### src/ast_params.svh
// Register offsets, field positions, reset values and timing counts of the transceiver.
`ifndef AST_PARAMS_SVH
`define AST_PARAMS_SVH
`define AST_OFS_MODE       3'h0
`define AST_OFS_STAT       3'h1
`define AST_OFS_TXDATA     3'h2
`define AST_OFS_RXDATA     3'h3
`define AST_OFS_PRESC      3'h4
`define AST_MODE_RESET     16'h0000
`define AST_MODE_WMASK     16'hbbff
`define AST_PRESC_RESET    16'h0000
`define AST_ST_RXAVAIL     0
`define AST_ST_OVERRUN     1
`define AST_ST_FRAMEERR    2
`define AST_ST_PARERR      3
`define AST_ST_RXIDLE      4
`define AST_ST_ADDREN      5
`define AST_ST_TXEMPTY     8
`define AST_ST_TXFULL      9
`define AST_ST_TXEN        10
`define AST_ST_BREAK       11
`define AST_LAST_STD       4'hf
`define AST_LAST_FAST      4'h3
`define AST_HALF_STD       4'h7
`define AST_HALF_FAST      4'h1
`define AST_BRK_BITS       4'hc
`define AST_IR_PULSE       4'h3
`define AST_IR_HOLD        4'hf
`define AST_SYNC_EDGES     3'h5
`define AST_AB_SHIFT_STD   7
`define AST_AB_SHIFT_FAST  5
`endif

### src/ast_pkg.sv
// Types shared by the transceiver modules.
package ast_pkg;
   typedef struct packed {
      logic       module_on;
      logic       rsvd14;
      logic       idle_halt;
      logic       infrared_codec_on;
      logic       rts_pin_style;
      logic       rsvd10;
      logic [1:0] pin_use_select;
      logic       wake_on_start;
      logic       loop_test_select;
      logic       auto_rate_measure;
      logic       rx_idle_invert;
      logic       fast_rate_select;
      logic [1:0] width_parity_select;
      logic       stop_count_select;
   } ast_mode_s;
   typedef struct packed {
      logic       par_err;
      logic       frame_err;
      logic [8:0] data;
   } ast_rx_entry_s;
   typedef enum logic [2:0] {
      AST_RX_IDLE  = 3'b000,
      AST_RX_START = 3'b001,
      AST_RX_DATA  = 3'b010,
      AST_RX_PAR   = 3'b011,
      AST_RX_STOP  = 3'b100
   } ast_rx_state_e;
   typedef enum logic [2:0] {
      AST_TX_IDLE  = 3'b000,
      AST_TX_START = 3'b001,
      AST_TX_DATA  = 3'b010,
      AST_TX_PAR   = 3'b011,
      AST_TX_STOP  = 3'b100,
      AST_TX_BRK   = 3'b101
   } ast_tx_state_e;
endpackage : ast_pkg

### src/ast_fifo.sv
// Flip-flop queue with push, pop and synchronous clear.
`timescale 1ns/1ps
module ast_fifo #(
   parameter int WIDTH = 11,
   parameter int DEPTH = 4
) (
   input  wire logic             sys_clk_i,
   input  wire logic             rstn_i,
   input  wire logic             clr_i,
   input  wire logic             push_i,
   input  wire logic [WIDTH-1:0] din_i,
   input  wire logic             pop_i,
   output logic      [WIDTH-1:0] dout_o,
   output logic                  full_o,
   output logic                  empty_o
);
   localparam int AW = (DEPTH > 1) ? $clog2(DEPTH) : 1;
   logic [WIDTH-1:0] mem_ff [DEPTH];
   logic [AW-1:0]    wr_ff;
   logic [AW-1:0]    rd_ff;
   logic [AW:0]      cnt_ff;
   wire              do_push = push_i & ~full_o;
   wire              do_pop  = pop_i & ~empty_o;
   wire  [AW-1:0]    last    = AW'(DEPTH - 1);

   assign full_o  = (cnt_ff == (AW+1)'(DEPTH));
   assign empty_o = (cnt_ff == '0);
   assign dout_o  = mem_ff[rd_ff];

   always_ff @(posedge sys_clk_i)
   begin
      if (do_push)
         mem_ff[wr_ff] <= din_i;
   end

   always_ff @(posedge sys_clk_i or negedge rstn_i)
   begin
      if (!rstn_i)
      begin
         wr_ff  <= '0;
         rd_ff  <= '0;
         cnt_ff <= '0;
      end
      else if (clr_i)
      begin
         wr_ff  <= '0;
         rd_ff  <= '0;
         cnt_ff <= '0;
      end
      else
      begin
         if (do_push)
            wr_ff <= (wr_ff == last) ? '0 : wr_ff + 1'b1;
         if (do_pop)
            rd_ff <= (rd_ff == last) ? '0 : rd_ff + 1'b1;
         cnt_ff <= cnt_ff + (AW+1)'(do_push) - (AW+1)'(do_pop);
      end
   end
endmodule : ast_fifo

### src/ast_rate_gen.sv
// Prescaler that makes the oversampling tick and the baud clock output.
`timescale 1ns/1ps
module ast_rate_gen #(
   parameter int PW = 16
) (
   input  wire logic          sys_clk_i,
   input  wire logic          rstn_i,
   input  wire logic          en_i,
   input  wire logic [PW-1:0] div_i,
   output logic               tick_o,
   output logic               bclk_o
);
   logic [PW-1:0] cnt_ff;
   logic          bclk_ff;
   wire           wrap = (cnt_ff >= div_i);

   assign tick_o = en_i & wrap;
   assign bclk_o = bclk_ff;

   always_ff @(posedge sys_clk_i or negedge rstn_i)
   begin
      if (!rstn_i)
      begin
         cnt_ff  <= '0;
         bclk_ff <= 1'b0;
      end
      else if (!en_i)
      begin
         cnt_ff  <= '0;
         bclk_ff <= 1'b0;
      end
      else
      begin
         cnt_ff  <= wrap ? '0 : cnt_ff + 1'b1;
         bclk_ff <= (cnt_ff <= (div_i >> 1));
      end
   end
endmodule : ast_rate_gen

### src/ast_transceiver.sv
// Asynchronous serial transceiver with mode, status, data and prescaler registers.
`timescale 1ns/1ps
`include "ast_params.svh"
// Summary of operation
// Enable drives pins; disabled releases to port
// Idle-halt stops operation in Idle mode
// Infrared codec inserted on both paths
// Software uses infrared only at 16x
// Request pin: simplex or flow control
// Pin-use field chooses the driven pins
// Wake: falling edge event, rising clears
// Loopback routes transmitter into receiver
// Auto-baud measures sync field, self-clears
// Eight/nine bits, parity, one/two stops
// Bit timing from 16-bit prescaler
// Four-deep transmit and receive queues
// Parity, framing, overrun on error event
// Nine-bit address detect by ninth bit
// Drive request, honour clear-to-send
// Baud clock output at tick rate: 16x, or 4x with fast select
// Break and sync characters transmitted
// Receive idle level set by invert bit
// First character after wake is invalid
// Fast select: 4 or 16 ticks
// Width/parity field encoding
// Stop select gives two or one
// Start, LSB first, parity, stop bits
// Centre sampling, framing error on stop
module ast_transceiver
   import ast_pkg::*;
#(
   parameter int FIFO_DEPTH = 4
) (
   input  wire logic        sys_clk_i,
   input  wire logic        rstn_i,
   input  wire logic [2:0]  addr_i,
   input  wire logic [15:0] wdata_i,
   input  wire logic        wr_i,
   input  wire logic        rd_i,
   output logic      [15:0] rdata_o,
   input  wire logic        idle_mode_i,
   input  wire logic        sleep_mode_i,
   input  wire logic        serial_in_pin_i,
   output logic             serial_out_pin_o,
   output logic             serial_out_pin_oe_o,
   input  wire logic        clear_to_send_pin_n_i,
   output logic             request_to_send_pin_n_o,
   output logic             request_to_send_pin_oe_o,
   output logic             baud_clock_o,
   output logic             baud_clock_oe_o,
   output logic             tx_event_o,
   output logic             rx_event_o,
   output logic             err_event_o,
   output logic             wake_event_o
);
   import ast_pkg::*;

   function automatic logic [3:0] last_tick(input logic fast);
      last_tick = fast ? `AST_LAST_FAST : `AST_LAST_STD;
   endfunction : last_tick

   function automatic logic par_bit(input logic [7:0] d, input logic odd);
      par_bit = (^d) ^ odd;
   endfunction : par_bit

   ast_mode_s     mode_ff;
   logic [15:0]   presc_ff;
   logic          overrun_ff, addr_en_ff, tx_en_ff, brk_ff;
   logic [15:0]   rdata_ff;
   logic          rx_lvl_ff, run_tick;
   ast_rx_state_e rx_st_ff;
   logic [3:0]    rx_ph_ff, rx_bit_ff, ir_hold_ff;
   logic [8:0]    rx_sh_ff;
   logic          rx_par_ff;
   ast_tx_state_e tx_st_ff;
   logic [3:0]    tx_ph_ff, tx_bit_ff;
   logic [8:0]    tx_sh_ff;
   logic          tx_lvl_ff;
   logic [7:0]    tx_par_data_ff;
   logic [23:0]   ab_cnt_ff;
   logic [2:0]    ab_edges_ff;
   logic          wake_armed_ff;
   logic          tick, bclk;
   ast_rx_entry_s rx_head, rx_new;
   logic          rx_full, rx_empty, tx_full, tx_empty;
   logic [8:0]    tx_head;

   // idle halt gating
   wire run = mode_ff.module_on & ~(mode_ff.idle_halt & idle_mode_i) & ~sleep_mode_i;
   wire nine      = (mode_ff.width_parity_select == 2'b11);
   wire par_on    = ~nine & (mode_ff.width_parity_select != 2'b00);
   wire par_odd   = (mode_ff.width_parity_select == 2'b10);
   wire [3:0] lt  = last_tick(mode_ff.fast_rate_select);
   wire [3:0] half = mode_ff.fast_rate_select ? `AST_HALF_FAST : `AST_HALF_STD;
   wire use_rts   = (mode_ff.pin_use_select == 2'b01) | (mode_ff.pin_use_select == 2'b10);
   wire use_cts   = (mode_ff.pin_use_select == 2'b10);
   wire use_bclk  = (mode_ff.pin_use_select == 2'b11);
   wire wr_mode   = wr_i & (addr_i == `AST_OFS_MODE);
   wire wr_stat   = wr_i & (addr_i == `AST_OFS_STAT);
   wire wr_tx     = wr_i & (addr_i == `AST_OFS_TXDATA);
   wire wr_presc  = wr_i & (addr_i == `AST_OFS_PRESC);
   wire rd_rx     = rd_i & (addr_i == `AST_OFS_RXDATA);

   // prescaler tick
   ast_rate_gen #(.PW(16)) u_rate (
      .sys_clk_i (sys_clk_i),
      .rstn_i    (rstn_i),
      .en_i      (run),
      .div_i     (presc_ff),
      .tick_o    (tick),
      .bclk_o    (bclk)
   );
   assign run_tick = run & tick;

   // loopback source and R03 infrared decoder
   wire raw_in  = mode_ff.loop_test_select ? serial_out_pin_o : serial_in_pin_i;
   wire ir_dec  = (ir_hold_ff != 4'h0) | raw_in ? 1'b0 : 1'b1;
   wire line_in = mode_ff.infrared_codec_on ? ir_dec : raw_in;
   // idle level normalised to one
   wire rx_lvl  = line_in ^ mode_ff.rx_idle_invert;
   wire rx_fall = rx_lvl_ff & ~rx_lvl;
   wire rx_rise = ~rx_lvl_ff & rx_lvl;

   wire tx_clr  = ~mode_ff.module_on | ~tx_en_ff;
   wire tx_load = run_tick & (tx_st_ff == AST_TX_IDLE) & ~tx_clr & ~tx_empty & ~brk_ff
                  & ~(use_cts & clear_to_send_pin_n_i);
   // transmit queue
   ast_fifo #(.WIDTH(9), .DEPTH(FIFO_DEPTH)) u_txq (
      .sys_clk_i (sys_clk_i),
      .rstn_i    (rstn_i),
      .clr_i     (tx_clr),
      .push_i    (wr_tx),
      .din_i     (wdata_i[8:0]),
      .pop_i     (tx_load),
      .dout_o    (tx_head),
      .full_o    (tx_full),
      .empty_o   (tx_empty)
   );

   wire rx_done  = run_tick & (rx_st_ff == AST_RX_STOP) & (rx_ph_ff == lt);
   wire [8:0] rx_data = nine ? rx_sh_ff : {1'b0, rx_sh_ff[8:1]};
   // address filter
   wire addr_skip = addr_en_ff & nine & ~rx_data[8];
   wire rx_take  = rx_done & ~mode_ff.auto_rate_measure & ~addr_skip;
   wire ovr_set  = rx_take & rx_full;
   wire ovr_clr  = wr_stat & ~wdata_i[`AST_ST_OVERRUN] & overrun_ff & ~ovr_set;
   assign rx_new.data      = rx_data;
   // framing on first stop
   assign rx_new.frame_err = ~rx_lvl;
   assign rx_new.par_err   = par_on & (rx_par_ff != par_bit(rx_data[7:0], par_odd));
   // receive queue
   ast_fifo #(.WIDTH(11), .DEPTH(FIFO_DEPTH)) u_rxq (
      .sys_clk_i (sys_clk_i),
      .rstn_i    (rstn_i),
      .clr_i     (~mode_ff.module_on | ovr_clr),
      .push_i    (rx_take & ~overrun_ff),
      .din_i     (rx_new),
      .pop_i     (rd_rx),
      .dout_o    (rx_head),
      .full_o    (rx_full),
      .empty_o   (rx_empty)
   );

   // sync field divisor
   wire [23:0] ab_div = mode_ff.fast_rate_select ? (ab_cnt_ff >> `AST_AB_SHIFT_FAST)
                                                 : (ab_cnt_ff >> `AST_AB_SHIFT_STD);
   wire ab_done = mode_ff.auto_rate_measure & run & rx_fall
                  & (ab_edges_ff == `AST_SYNC_EDGES - 3'h1);
   // wake edge events
   wire wake_fall = mode_ff.wake_on_start & sleep_mode_i & rx_fall;
   wire wake_clr  = mode_ff.wake_on_start & wake_armed_ff & rx_rise;

   wire [15:0] stat_rd = {4'h0, brk_ff, tx_en_ff, tx_full,
                          tx_empty & (tx_st_ff == AST_TX_IDLE), 2'b00, addr_en_ff,
                          rx_st_ff == AST_RX_IDLE, rx_head.par_err & ~rx_empty,
                          rx_head.frame_err & ~rx_empty, overrun_ff, ~rx_empty};
   wire [15:0] rd_mux = (addr_i == `AST_OFS_MODE)   ? (mode_ff & `AST_MODE_WMASK) :
                        (addr_i == `AST_OFS_STAT)   ? stat_rd :
                        (addr_i == `AST_OFS_RXDATA) ? {7'h00, rx_head.data} :
                        (addr_i == `AST_OFS_PRESC)  ? presc_ff : 16'h0000;

   always_ff @(posedge sys_clk_i or negedge rstn_i)
   begin
      if (!rstn_i)
      begin
         mode_ff       <= `AST_MODE_RESET;
         presc_ff      <= `AST_PRESC_RESET;
         overrun_ff    <= 1'b0;
         addr_en_ff    <= 1'b0;
         tx_en_ff      <= 1'b0;
         brk_ff        <= 1'b0;
         rdata_ff      <= 16'h0000;
         wake_armed_ff <= 1'b0;
      end
      else
      begin
         rdata_ff <= rd_i ? rd_mux : 16'h0000;
         if (wr_mode)
            mode_ff <= wdata_i & `AST_MODE_WMASK;
         else
         begin
            // auto-baud clears itself
            if (ab_done)
               mode_ff.auto_rate_measure <= 1'b0;
            // wake clears on rising
            if (wake_clr)
               mode_ff.wake_on_start <= 1'b0;
         end
         if (wake_fall)
            wake_armed_ff <= 1'b1;
         else if (wake_clr | ~mode_ff.wake_on_start)
            wake_armed_ff <= 1'b0;
         if (wr_presc)
            presc_ff <= wdata_i;
         else if (ab_done)
            presc_ff <= (ab_div == 24'h0) ? 16'h0000 : ab_div[15:0] - 16'h0001;
         // overrun set beats clear
         if (ovr_set)
            overrun_ff <= 1'b1;
         else if (ovr_clr)
            overrun_ff <= 1'b0;
         if (wr_stat)
         begin
            addr_en_ff <= wdata_i[`AST_ST_ADDREN];
            tx_en_ff   <= wdata_i[`AST_ST_TXEN];
         end
         // break request self-clears
         if (wr_stat & wdata_i[`AST_ST_BREAK])
            brk_ff <= 1'b1;
         else if (tx_clr | (run_tick & (tx_st_ff == AST_TX_BRK)
                            & (tx_bit_ff == `AST_BRK_BITS) & (tx_ph_ff == lt)))
            brk_ff <= 1'b0;
      end
   end

   // count sync edges
   always_ff @(posedge sys_clk_i or negedge rstn_i)
   begin
      if (!rstn_i)
      begin
         ab_cnt_ff   <= 24'h0;
         ab_edges_ff <= 3'h0;
         rx_lvl_ff   <= 1'b1;
         ir_hold_ff  <= 4'h0;
      end
      else
      begin
         rx_lvl_ff <= rx_lvl;
         if (raw_in & mode_ff.infrared_codec_on)
            ir_hold_ff <= `AST_IR_HOLD;
         else if (run_tick & (ir_hold_ff != 4'h0))
            ir_hold_ff <= ir_hold_ff - 4'h1;
         if (~mode_ff.auto_rate_measure | ~run | ab_done)
         begin
            ab_cnt_ff   <= 24'h0;
            ab_edges_ff <= 3'h0;
         end
         else
         begin
            if (ab_edges_ff != 3'h0)
               ab_cnt_ff <= ab_cnt_ff + 24'h1;
            if (rx_fall)
               ab_edges_ff <= ab_edges_ff + 3'h1;
         end
      end
   end

   // receiver centre sampling
   always_ff @(posedge sys_clk_i or negedge rstn_i)
   begin
      if (!rstn_i)
      begin
         rx_st_ff  <= AST_RX_IDLE;
         rx_ph_ff  <= 4'h0;
         rx_bit_ff <= 4'h0;
         rx_sh_ff  <= 9'h000;
         rx_par_ff <= 1'b0;
      end
      else if (~mode_ff.module_on)
         rx_st_ff <= AST_RX_IDLE;
      else if (run_tick)
      begin
         rx_ph_ff <= (rx_ph_ff == lt) ? 4'h0 : rx_ph_ff + 4'h1;
         case (rx_st_ff)
            AST_RX_IDLE:
            begin
               rx_ph_ff <= 4'h0;
               if (~rx_lvl)
                  rx_st_ff <= AST_RX_START;
            end
            AST_RX_START:
               if (rx_ph_ff == half)
               begin
                  rx_ph_ff  <= 4'h0;
                  rx_bit_ff <= 4'h0;
                  rx_st_ff  <= rx_lvl ? AST_RX_IDLE : AST_RX_DATA;
               end
            // least significant first
            AST_RX_DATA:
               if (rx_ph_ff == lt)
               begin
                  rx_sh_ff  <= {rx_lvl, rx_sh_ff[8:1]};
                  rx_bit_ff <= rx_bit_ff + 4'h1;
                  if (rx_bit_ff == (nine ? 4'h8 : 4'h7))
                     rx_st_ff <= par_on ? AST_RX_PAR : AST_RX_STOP;
               end
            AST_RX_PAR:
               if (rx_ph_ff == lt)
               begin
                  rx_par_ff <= rx_lvl;
                  rx_st_ff  <= AST_RX_STOP;
               end
            AST_RX_STOP:
               if (rx_ph_ff == lt)
                  rx_st_ff <= AST_RX_IDLE;
            default:
               rx_st_ff <= AST_RX_IDLE;
         endcase
      end
   end

   // transmit frame sequencing
   always_ff @(posedge sys_clk_i or negedge rstn_i)
   begin
      if (!rstn_i)
      begin
         tx_st_ff  <= AST_TX_IDLE;
         tx_ph_ff  <= 4'h0;
         tx_bit_ff <= 4'h0;
         tx_sh_ff  <= 9'h000;
         tx_lvl_ff <= 1'b1;
      end
      else if (tx_clr)
      begin
         tx_st_ff  <= AST_TX_IDLE;
         tx_lvl_ff <= 1'b1;
      end
      else if (run_tick)
      begin
         tx_ph_ff <= (tx_ph_ff == lt) ? 4'h0 : tx_ph_ff + 4'h1;
         case (tx_st_ff)
            AST_TX_IDLE:
            begin
               tx_ph_ff  <= 4'h0;
               tx_bit_ff <= 4'h0;
               // break frame start
               if (brk_ff)
               begin
                  tx_lvl_ff <= 1'b0;
                  tx_st_ff  <= AST_TX_BRK;
               end
               // clear-to-send gating
               else if (tx_load)
               begin
                  tx_sh_ff  <= tx_head;
                  tx_lvl_ff <= 1'b0;
                  tx_st_ff  <= AST_TX_START;
               end
            end
            AST_TX_START:
               if (tx_ph_ff == lt)
               begin
                  tx_lvl_ff <= tx_sh_ff[0];
                  tx_st_ff  <= AST_TX_DATA;
               end
            AST_TX_DATA:
               if (tx_ph_ff == lt)
               begin
                  tx_bit_ff <= tx_bit_ff + 4'h1;
                  tx_sh_ff  <= {1'b0, tx_sh_ff[8:1]};
                  if (tx_bit_ff == (nine ? 4'h8 : 4'h7))
                  begin
                     tx_bit_ff <= 4'h0;
                     tx_lvl_ff <= par_on ? par_bit(tx_par_data_ff, par_odd) : 1'b1;
                     tx_st_ff  <= par_on ? AST_TX_PAR : AST_TX_STOP;
                  end
                  else
                     tx_lvl_ff <= tx_sh_ff[1];
               end
            AST_TX_PAR:
               if (tx_ph_ff == lt)
               begin
                  tx_lvl_ff <= 1'b1;
                  tx_st_ff  <= AST_TX_STOP;
               end
            // one or two stops
            AST_TX_STOP:
               if (tx_ph_ff == lt)
               begin
                  tx_bit_ff <= tx_bit_ff + 4'h1;
                  if (~mode_ff.stop_count_select | (tx_bit_ff == 4'h1))
                     tx_st_ff <= AST_TX_IDLE;
               end
            AST_TX_BRK:
               if (tx_ph_ff == lt)
               begin
                  tx_bit_ff <= tx_bit_ff + 4'h1;
                  if (tx_bit_ff == `AST_BRK_BITS)
                  begin
                     tx_bit_ff <= 4'h0;
                     tx_lvl_ff <= 1'b1;
                     tx_st_ff  <= AST_TX_STOP;
                  end
               end
            default:
               tx_st_ff <= AST_TX_IDLE;
         endcase
      end
   end

   always_ff @(posedge sys_clk_i or negedge rstn_i)
   begin
      if (!rstn_i)
         tx_par_data_ff <= 8'h00;
      else if (tx_load)
         tx_par_data_ff <= tx_head[7:0];
   end

   // infrared pulse encoder
   wire ir_out = ~tx_lvl_ff & (tx_ph_ff < `AST_IR_PULSE) & (tx_st_ff != AST_TX_IDLE);
   // pins follow enable and R06 selection
   assign serial_out_pin_o    = mode_ff.infrared_codec_on ? ir_out : tx_lvl_ff;
   assign serial_out_pin_oe_o = mode_ff.module_on & tx_en_ff;
   // request pin style
   assign request_to_send_pin_n_o  = mode_ff.rts_pin_style ? (tx_st_ff == AST_TX_IDLE)
                                                           : rx_full;
   assign request_to_send_pin_oe_o = mode_ff.module_on & use_rts;
   // baud clock output
   assign baud_clock_o    = bclk;
   assign baud_clock_oe_o = mode_ff.module_on & use_bclk;
   assign rdata_o         = rdata_ff;
   assign tx_event_o      = tx_load;
   assign rx_event_o      = rx_take & ~rx_full & ~overrun_ff;
   // single error event
   assign err_event_o     = rx_take & (rx_new.frame_err | rx_new.par_err | rx_full);
   assign wake_event_o    = wake_fall & ~wake_armed_ff;
endmodule : ast_transceiver

### config.mk
export PLATFORM = sky130hd
export DESIGN_NAME = ast_transceiver
export DESIGN_NICKNAME = d
export VERILOG_FILES = /design/src/ast_pkg.sv /design/src/ast_fifo.sv /design/src/ast_rate_gen.sv /design/src/ast_transceiver.sv
export VERILOG_INCLUDE_DIRS = /design/src
export SDC_FILE = /design/constraint.sdc
export NUM_CORES = 1
export LEC_CHECK = 0
export BUFFER_PORTS_ARGS = -buffer_cell sky130_fd_sc_hd__buf_2
export CELL_PAD_IN_SITES_DETAIL_PLACEMENT = 2
export CELL_PAD_IN_SITES_GLOBAL_PLACEMENT = 2
export CORE_ASPECT_RATIO = 0.8
export CORE_UTILIZATION = 42
export DETAILED_ROUTE_END_ITERATION = 10
export HOLD_SLACK_MARGIN = 0.05
export PLACE_DENSITY = 0.76
export SYNTH_ARGS = -nofsm -noshare
export SYNTH_HDL_FRONTEND = slang
export SYNTH_HIERARCHICAL = 1
export SYNTH_SLANG_ARGS = --single-unit
### constraint.sdc
create_clock -name sys_clk_i -period 5.72 [get_ports sys_clk_i]
set_clock_uncertainty 0.1 [all_clocks]
set_input_delay 0 -clock sys_clk_i [delete_from_list [all_inputs] [get_ports sys_clk_i]]
set_output_delay 0 -clock sys_clk_i [all_outputs]
set_load 0.03 [all_outputs]
==> flow_metrics.py, run 1 <==
metrics = {
    "sta": {
        "post-route-period-util_pct": 90.7,
        "post-route-min-period_ns": 5.19,
        "rsz0062_at_grt": "no",
        "setup_viol_count_final": 0,
        "worst_pin_slew_ns": 1.17,
        "fmax_mhz": 193,
        "max_slew_margin_pct": 21.0,
        "hold_viol": 0,
        "drv_slew": 0,
        "fin_worst_hold_slack_ns": 0.122,
        "setup_slack_ns": 0.530,
        "tns_ns": 0,
    },
    "cts": {
        "cts_tree": "yes",
        "clk_latency_ns": 0.55,
        "clk_pin_slew_worst_paths_ns": 0.07,
        "cts_made_buffers": 27,
        "cts_buffer_depth": 3,
        "clock_sink_count": 244,
        "postCtsSetupBuffers": 0,
        "cts_root_buffer": "clkbuf_16",
        "cts_max_level": 1,
    },
    "min_path": {
        "holdCritStartpoint": "idle_mode_i",
        "hp-class": "input port to flip-flop",
        "min_to": "rx_ph_ff[1]",
        "holdPathStages": 6,
    },
    "placed_design": {
        "gp_congestion": 0.828,
        "place_inst": 1620,
        "hpwlAfterDp_microns": 30200,
        "port_buffers": 52,
        "dp_slack_ns": 0.458,
        "detailed_place.area_sq_um": 13800,
    },
    "cells_and_area": {
        "final_cells": 1696,
        "diodes": 0,
        "fin_util_pct": 48.8,
        "final_cell_mix": "162 x dfrtp_1, 107 x nor2_1, 92 x nand2_1",
        "drive_above_1_share_pct": 15.6,
        "area_growth_pct": 12.9,
        "final_area_sq_um": 15000,
        "fin_nets": 1356,
        "final_common_cell": "dfrtp_1",
    },
    "power": {
        "seq_power_share_pct": 44.5,
        "power.switching_mw": 1.28,
        "pwr-share-comb_pct": 15.9,
        "power.internal_mw": 3.12,
        "vdd_drop_max_uv": 229,
        "p_leak_nw": 6.31,
        "clock_power_share_pct": 39.6,
        "swShare_pct": 29.2,
        "p_per_area_nw_per_um2": 295,
        "power_mw": 4.41,
    },
    "setup_path": {
        "cp-start-kind": "flip-flop",
        "crit_chain": "ha_1 > nand2_1 > nor4_1 > nor4b_1 > nor2_1 > a21oi_1 > and3_1 > nand2_1 > nor4_1 > nor2b_2 > and2_4 > inv_1 > ha_1 > inv_1 > ha_1 > inv_1 > fa_1 > xnor2_1 > nor2_1",
        "worstPathRequired_ns": 6.00,
        "end_kind": "flip-flop",
        "cp_max_fo": 9,
        "reg2reg_from": "u_rate/cnt_ff[13]",
        "worstReg2RegEnd": "u_rxq/cnt_ff[2]",
        "crit_type": "flip-flop to flip-flop",
        "worstRegToRegCells": 19,
        "critPathArrivalTime_ns": 5.47,
        "slowest_stage": "dfrtp_1",
        "crit_path_max_incr_delay_ns": 0.45,
        "rrSetupSlack_ns": 0.53,
    },
    "routing": {
        "routed_via_density": 5.85,
        "m1WireLength_microns": 20100,
        "vias": 9921,
        "ant_nets": 0,
        "remaining_drc_errors": 0,
        "met3_length_microns": 1600,
        "drt-initial-drc-count": 480,
        "routed-wl-met2_microns": 19900,
        "top_layer_used": "met4",
        "wl_per_cell_microns": 25.3,
        "routed_wl_microns": 42900,
        "dr.pass1.iters": 5,
    },
    "grt": {
        "grt_pass1_wl_microns": 66700,
        "track_usage_pct": 27.0,
        "first_global_vias": 10853,
        "antenna_found_initial": 0,
        "overflow": 0,
        "grt_max_degree": 63,
    },
    "floorplan": {
        "chipHeight_microns": 161,
        "die_area_sq_um": 32300,
        "ioPinCount": 53,
        "start_util_pct": 43.2,
        "fp-row-count": 57,
        "die_width_microns": 201,
        "core-area_sq_um": 30700,
    },
    "synth": {
        "netlist_instances": 1208,
        "synth_edf_count": 80,
        "synth.top_cell.area_share_pct": 30.6,
        "yosysSeqAreaShare_pct": 49.1,
        "ys_ff_latch": 244,
        "synthArstFlopShare_pct": 67.2,
        "ys_warn_count": 6,
        "synth_cell_type_count": 91,
        "synth_top_area_cell": "dfrtp_1",
        "syn_avg_cell_area_sq_um": 11.0,
        "syn_nets": 1299,
        "synth_area_leaders": "dfrtp_1 31%, edfxtp_1 18%, ha_1 5.9%",
        "syn_area_sq_um": 13200,
        "ys.flop_type": "dfrtp_1",
    },
    "outcome": {
        "status": "finished clean",
    },
    "job": {
        "maxCapViolCount": 0,
    },
}
[worst max-delay path: cells and delay by family, from the launching register on]
family | cells | cell delay (ns)
fa+ha+maj | 4 | 1.13
buf+inv | 3 | 0.17
simple gates | 10 | 2.63
xor+xnor | 1 | 0.19
flops | 1 | 0.45
compound gates | 1 | 0.36
[synthesized netlist by cell type, drive strengths merged (4+ instances only)]
cell type / n
a211o: 4
a211oi: 6
a21boi: 4
a21o: 7
a21oi: 54
a221o: 14
and2: 11
and3: 19
and4: 4
buf: 23
clkbuf: 40
dfrtp: 162
edfxtp: 80
ha: 62
inv: 60
mux2: 42
mux2i: 31
mux4: 20
nand2: 92
nand2b: 12
nand3: 32
nand3b: 5
nand4: 16
nor2: 109
nor2b: 16
nor3: 36
nor3b: 10
nor4: 12
nor4b: 7
o2111ai: 4
o211ai: 5
o21ai: 48
o21bai: 4
o221ai: 4
o31ai: 11
or2: 4
or3: 10
or3b: 4
xnor2: 38
xor2: 36
[logic make-up (layout without fill, tap and decap cells)]
group / count (synthesis) / in the layout / share of synthesized area (%)
buf+inv: 124 / 199 / 4.13
fa+ha+maj: 64 / 64 / 6.16
mux: 93 / 93 / 9.34
compound gates: 199 / 199 / 10.2
flops: 244 / 244 / 49.1
simple gates: 409 / 409 / 15.8
xor+xnor: 75 / 75 / 5.20
[what timing repair did]
action | 4_1_cts | 5_1_grt
setup endpoints to repair | 0 | 1
hold buffers | 29 | 0
endpoints found under the hold margin | 157 | 0
gates resized for setup | 0 | 1
[sequential cells by signal (all words and copies together) (netlist names), 8 cells and up]
name            cells
u_rxq/mem_ff       44
u_txq/mem_ff       36
ab_cnt_ff          24
presc_ff           16
rdata_o            16
u_rate/cnt_ff      16
mode_ff            14
rx_sh_ff            9
tx_sh_ff            9
tx_par_data_ff      8
[cell type report]
| type | count | area [sq um] |
|---|---|---|
| sequential | 244 | 6510 |
| timing repair buffer | 91 | 649 |
| inverter | 61 | 229 |
| tap | 413 | 517 |
| clock inverter | 10 | 100 |
| clock buffer | 37 | 753 |
| multi-input combinational | 840 | 6200 |
| fill | 3094 | 15700 |
[how the worst max path moves through the flow]
stage / startpoint / to / slack (ns) / depth (start not counted)
2_1_floorplan: u_rate/cnt_ff[13] / u_txq/cnt_ff[2] / 1.17 / 17
3_3_place_gp: u_rate/cnt_ff[13] / u_rxq/cnt_ff[2] / 0.76 / 19
3_5_place_dp: u_rate/cnt_ff[13] / u_rxq/cnt_ff[2] / 0.46 / 19
4_1_cts: u_rate/cnt_ff[13] / u_rxq/cnt_ff[2] / 0.42 / 19
5_1_grt: presc_ff[14] / u_rxq/cnt_ff[2] / 0.12 / 20
6_report: u_rate/cnt_ff[13] / u_rxq/cnt_ff[2] / 0.53 / 19
[power groups by stage]
stage	Sequential (mW)	Clock [mW]	Combinational, mW
finish	1.96	1.74	0.699
global route	1.97	1.85	0.757
CTS	1.96	1.78	0.696
detailed placement	1.99	0	0.670
global placement	1.99	0	0.647
floorplan	1.96	0	0.430
[layer usage]
metal / global-route usage, % / vias to the layer above
li1: - / 4468
met1: 38.1 / 5179
met2: 43.3 / 205
met3: 3.41 / 69
met4: 8.67 / 0
met5: 0 / -
No activity file was read; power rests on OpenSTA's default activity.
==> inputs of run 2 (changes only) <==
CAP_MARGIN = 20   (was default)
CORE_ASPECT_RATIO = 1.1   (was 0.8)
==> flow_metrics.py, run 2 (synthesis gave the netlist of run 1 again) <==
metrics = {
    "outcome": {
        "status": "finished clean",
    },
    "cells_and_area": {
        "filler_cell_count": 3154,
        "fin_nets": 1362,
        "final_cell_mix": "162 x dfrtp_1, 107 x nor2_1, 92 x nand2_1",
        "fin_util_pct": 49.5,
        "top_register": "u_rxq/mem_ff",
        "largest_register_ffs": 44,
        "area_growth_pct": 15.0,
        "final_common_cell": "dfrtp_1",
        "drive_above_1_share_pct": 16.2,
        "reg.largest.list": "u_rxq/mem_ff (44), u_txq/mem_ff (36), ab_cnt_ff (24)",
    },
    "grt": {
        "met1_usage_pct": 34.1,
        "first_global_vias": 10900,
        "overflow": 0,
        "grt.busiest_layer": "met2",
        "use_met3_pct": 3.63,
        "use_met2_pct": 46.9,
        "track_usage_pct": 26.8,
        "grt_pass1_wl_microns": 65400,
        "grt_max_degree": 97,
        "antenna_found_initial": 1,
    },
    "sta": {
        "hold_viol": 0,
        "post-route-min-period_ns": 4.90,
        "rsz0062_at_grt": "no",
        "worst_pin_slew_ns": 0.982,
        "tns_ns": 0,
        "max_slew_margin_pct": 34.3,
        "post-route-period-util_pct": 85.7,
        "drv_slew": 0,
        "setup_viol_count_final": 0,
        "fmax_mhz": 204,
    },
    "cts": {
        "cts_tree": "yes",
        "cts_max_level": 1,
        "clock_sink_count": 244,
        "cts_made_buffers": 29,
        "cts_root_buffer": "clkbuf_16",
        "clk_latency_ns": 0.57,
        "postCtsSetupBuffers": 0,
        "cts_buffer_depth": 3,
        "clk_pin_slew_worst_paths_ns": 0.06,
    },
    "routing": {
        "routed_wl_microns": 42200,
        "drt-initial-drc-count": 580,
        "wl_per_cell_microns": 24.7,
        "remaining_drc_errors": 0,
        "dr.pass1.iters": 5,
        "ant_nets": 0,
        "routed_via_density": 5.81,
        "vias": 9923,
    },
    "min_path": {
        "hp-class": "input port to async pin",
    },
    "setup_path": {
        "crit_start": "u_rate/cnt_ff[13]",
        "crit_path_max_incr_delay_ns": 0.49,
        "cp.depth": 21,
        "crit_family": "simple AND/OR/NAND/NOR gates",
        "critPathArrivalTime_ns": 5.24,
        "end_kind": "flip-flop",
        "reg2reg_from": "u_rate/cnt_ff[13]",
        "cp-endpoint": "u_rxq/cnt_ff[2]",
        "slowest_stage": "nor4_1",
        "crit_type": "flip-flop to flip-flop",
        "cp-start-kind": "flip-flop",
        "worstReg2RegEnd": "u_rxq/cnt_ff[2]",
        "worstPathRequired_ns": 6.06,
        "cp_num_buf_inv": 5,
        "crit_chain": "ha_1 > nand2_1 > nor4_1 > nor4b_1 > nor2_1 > a21oi_1 > and3_1 > buf_4 > nand2_1 > nor4_1 > nor2b_1 > buf_4 > and2_4 > inv_1 > ha_1 > inv_1 > ha_1 > inv_1 > fa_1 > xnor2_1 > nor2_1",
        "rrSetupSlack_ns": 0.82,
        "worstRegToRegCells": 21,
        "cp_max_fo": 9,
    },
    "floorplan": {
        "fp-row-count": 67,
        "start_util_pct": 43.1,
        "die_width_microns": 171,
        "ioPinCount": 53,
        "die_area_sq_um": 32300,
        "chipHeight_microns": 188,
        "core-area_sq_um": 30800,
    },
    "power": {
        "vdd_drop_max_uv": 348,
        "p_per_area_nw_per_um2": 315,
        "p_leak_nw": 6.43,
    },
    "placed_design": {
        "gp_congestion": 0.792,
        "port_buffers": 52,
        "hpwlAfterDp_microns": 29300,
    },
    "job": {
        "maxCapViolCount": 0,
    },
}
## run 2: cell count changes in the layout (fill, tap and decap cells not counted), sizes merged
cell	delta
clkinvlp	+3
inv	+1
diode	+1
bufinv	+7
clkbuf	-4
dlygate4sd3	+4
## run 2: what timing repair did
action / 4_1_cts / 5_1_grt
endpoints found under the hold margin: 191 / 0
hold buffers: 32 / 0
gates resized for setup: 0 / 0
## run 2: power by group
part | leakage (nW) | total [mW] | switching (mW) | internal (mW)
clock | 0.529 | 2.15 | 0.792 | 1.35
sequential | 3.01 | 1.97 | 0.0968 | 1.87
combinational | 2.89 | 0.685 | 0.438 | 0.247
total | 6.43 | 4.80 | 1.33 | 3.47
## run 2: final cells by class
class / count / area (sq um) / area share, %
flip-flops and latches: 244 / 6510 / 42.7
multi-input cells: 840 / 6200 / 40.7
clock buffers: 33 / 751 / 4.93
repair buffers: 95 / 667 / 4.38
well taps: 414 / 518 / 3.40
clock inverters: 21 / 357 / 2.34
inverters: 61 / 229 / 1.50
diodes: 1 / 2.50 / 0.0164
## run 2: worst reg2reg max path: cells and delay by family, from the launching register on
family	cells	cell delay, ns
simple gates	10	2.21
fa+ha+maj	4	1.10
buf+inv	5	0.49
flops	1	0.45
compound gates	1	0.27
xor+xnor	1	0.18
## run 2: worst min-delay path by stage
stage,startpoint,endpoint,slack (ns)
CTS,rstn_i,tx_sh_ff[5],0.06
finish,rstn_i,tx_sh_ff[5],0.01
detailed placement,rstn_i,tx_sh_ff[7],0.09
global route,rstn_i,tx_sh_ff[5],0.08
floorplan,rstn_i,ab_cnt_ff[0],-0.40
global placement,rstn_i,tx_sh_ff[6],0.09
## run 2: layer usage
metal	wire [microns]	vias to the layer above
met3	1660	69
met2	21400	212
met4	1260	0
li1	-	4477
met5	0	-
met1	17900	5165
## run 2: metrics by stage
| step | instance area, sq um | power, mW | hold WS (ns) | std cells | setup WS, ns |
|---|---|---|---|---|---|
| 2_1_floorplan | 13200 | 2.39 | -0.396 | 1208 | 1.17 |
| 3_3_place_gp | 13800 | 2.62 | 0.0856 | 1621 | 0.987 |
| 3_5_place_dp | 13800 | 2.65 | 0.0913 | 1622 | 0.921 |
| 4_1_cts | 15200 | 4.83 | 0.0635 | 1708 | 0.872 |
| 5_1_grt | 15200 | 4.97 | 0.0800 | 1708 | 0.487 |
| 6_report | 15200 | 4.80 | 0.00996 | 1709 | 0.816 |
==> inputs of run 3 (changes only) <==
clock period = 4.8 ns   (was 5.72 ns; I/O delays follow)
==> flow_metrics.py, run 3 (synthesis gave the netlist of run 1 again) <==
metrics = {
    "outcome": {
        "status": "finished clean",
    },
    "sta": {
        "max_slew_margin_pct": 41.9,
        "post-route-min-period_ns": 4.47,
        "setup_viol_count_final": 0,
        "tns_ns": 0,
        "worst_pin_slew_ns": 0.870,
        "rsz0062_at_grt": "no",
        "hold_viol": 0,
        "fmax_mhz": 224,
        "post-route-period-util_pct": 93.2,
        "setup_slack_ns": 0.326,
        "drv_slew": 0,
        "fin_worst_hold_slack_ns": 0.154,
    },
    "routing": {
        "routed_wl_microns": 42700,
        "wl_per_cell_microns": 24.8,
        "ant_nets": 0,
        "drt-initial-drc-count": 606,
        "dr.pass1.iters": 5,
        "routed_via_density": 5.81,
        "remaining_drc_errors": 0,
        "vias": 9992,
    },
    "min_path": {
        "hp-class": "input port to flip-flop",
    },
    "setup_path": {
        "reg2reg_from": "presc_ff[13]",
        "end_kind": "flip-flop",
        "crit_chain": "inv_1 > ha_1 > nand2_1 > nor4_1 > buf_4 > nor4b_2 > nor2_1 > a21oi_2 > and3_1 > nand2_1 > nor4_1 > nor2b_1 > and2_4 > inv_1 > ha_1 > inv_1 > ha_1 > inv_1 > fa_1 > xnor2_1 > nor2_1",
        "worstRegToRegCells": 21,
        "worstReg2RegEnd": "u_rxq/cnt_ff[2]",
        "cp-start-kind": "flip-flop",
        "crit_start": "presc_ff[13]",
        "crit_path_max_incr_delay_ns": 0.39,
        "crit_top_cell": "inv_1",
        "crit_type": "flip-flop to flip-flop",
        "critPathArrivalTime_ns": 4.83,
        "worstPathRequired_ns": 5.16,
        "slowest_stage": "dfrtp_1",
        "rrSetupSlack_ns": 0.33,
        "cp-endpoint": "u_rxq/cnt_ff[2]",
        "cp_max_fo": 3,
    },
    "cells_and_area": {
        "final_cells": 1719,
        "diodes": 0,
        "final_common_cell": "dfrtp_1",
        "fin_nets": 1373,
        "final_cell_mix": "162 x dfrtp_1, 107 x nor2_1, 92 x nand2_1",
        "filler_cell_count": 3111,
        "final_area_sq_um": 15200,
        "area_growth_pct": 14.8,
        "largest_register_ffs": 44,
        "top_register": "u_rxq/mem_ff",
        "reg.largest.list": "u_rxq/mem_ff (44), u_txq/mem_ff (36), ab_cnt_ff (24)",
        "drive_above_1_share_pct": 16.9,
    },
    "grt": {
        "overflow": 0,
        "grt_max_degree": 80,
        "track_usage_pct": 27.2,
        "grt_pass1_wl_microns": 66500,
        "first_global_vias": 10929,
        "antenna_found_initial": 1,
    },
    "floorplan": {
        "die_area_sq_um": 32300,
        "ioPinCount": 53,
        "core-area_sq_um": 30800,
        "fp-row-count": 67,
        "die_width_microns": 171,
        "chipHeight_microns": 188,
        "start_util_pct": 43.1,
    },
    "placed_design": {
        "place_inst": 1632,
        "detailed_place.area_sq_um": 13900,
        "gp_congestion": 0.827,
        "hpwlAfterDp_microns": 30000,
        "port_buffers": 52,
        "dp_slack_ns": 0.287,
    },
    "power": {
        "power.switching_mw": 1.56,
        "swShare_pct": 28.6,
        "clock_power_share_pct": 42.1,
        "p_leak_nw": 6.44,
        "seq_power_share_pct": 43.0,
        "pwr-share-comb_pct": 14.9,
        "power.internal_mw": 3.90,
        "vdd_drop_max_uv": 276,
        "p_per_area_nw_per_um2": 359,
    },
    "cts": {
        "clk_latency_ns": 0.58,
        "clock_sink_count": 244,
        "cts_tree": "yes",
        "clk_pin_slew_worst_paths_ns": 0.06,
        "cts_buffer_depth": 3,
        "postCtsSetupBuffers": 0,
        "cts_root_buffer": "clkbuf_16",
        "cts_max_level": 1,
        "cts_made_buffers": 29,
    },
    "job": {
        "maxCapViolCount": 0,
    },
}
run 3: changes by cell type in the layout (fill, tap and decap cells not counted), sizes merged:
cell / previous run / this run
buf: 63 / 73
clkbuf: 33 / 41
bufinv: 9 / 3
clkinvlp: 4 / 2
diode: 1 / 0
dlygate4sd3: 32 / 33
run 3: area by class of cell:
| cell class | instances | area (sq um) | share of cell area [%] |
|---|---|---|---|
| clock buffer | 41 | 831 | 5.46 |
| clock inverter | 13 | 160 | 1.05 |
| inverter | 61 | 229 | 1.51 |
| multi-input combinational | 840 | 6210 | 40.8 |
| sequential | 244 | 6510 | 42.8 |
| tap | 414 | 518 | 3.41 |
| timing repair buffer | 106 | 754 | 4.96 |
run 3: layer usage:
layer | global-route usage (%) | routed length (microns) | vias to the layer above
met2 | 46.8 | 21400 | 204
met3 | 2.96 | 1580 | 66
met1 | 36.0 | 18600 | 5206
met5 | 0 | 0 | -
li1 | - | - | 4516
met4 | 7.62 | 1110 | 0
run 3: how the worst min path moves through the flow:
| stage | start | end | cells past startpoint | slack (ns) |
|---|---|---|---|---|
| detailed placement | rstn_i | tx_sh_ff[7] | 1 | 0.07 |
| finish | wdata_i[14] | presc_ff[14] | 3 | 0.15 |
| CTS | wdata_i[14] | presc_ff[14] | 3 | 0.13 |
| floorplan | rstn_i | ab_cnt_ff[0] | 0 | -0.40 |
| global route | wdata_i[14] | presc_ff[14] | 3 | 0.17 |
| global placement | rstn_i | tx_sh_ff[6] | 1 | 0.07 |
run 3: power by group through the flow:
stage               combinational (mW)  clock, mW  sequential [mW]
global route                     0.884       2.42             2.36
finish                           0.815       2.30             2.35
floorplan                        0.512          0             2.33
detailed placement               0.781          0             2.39
CTS                              0.810       2.35             2.35
global placement                 0.757          0             2.38
run 3: worst max-delay path: cells and delay by family (launching register included):
family	cells	cell delay, ns
flip-flops	1	0.39
XOR/XNOR	1	0.16
buffers and inverters	5	0.43
adder cells (fa/ha/maj)	4	1.09
AO/OA/AOI/OAI	1	0.27
AND/OR/NAND/NOR	10	1.92
run 3: through the flow:
step                util [%]  power [mW]
floorplan                  -        2.85
global placement        45.1        3.14
detailed placement      45.1        3.17
CTS                     49.4        5.51
global route            49.4        5.67
finish                  49.4        5.46
run 3: what timing repair did:
action / CTS / global route
hold buffers: 33 / 0
endpoints found under the hold margin: 187 / 0
setup endpoints to repair: 0 / 4
gates resized for setup: 0 / 2
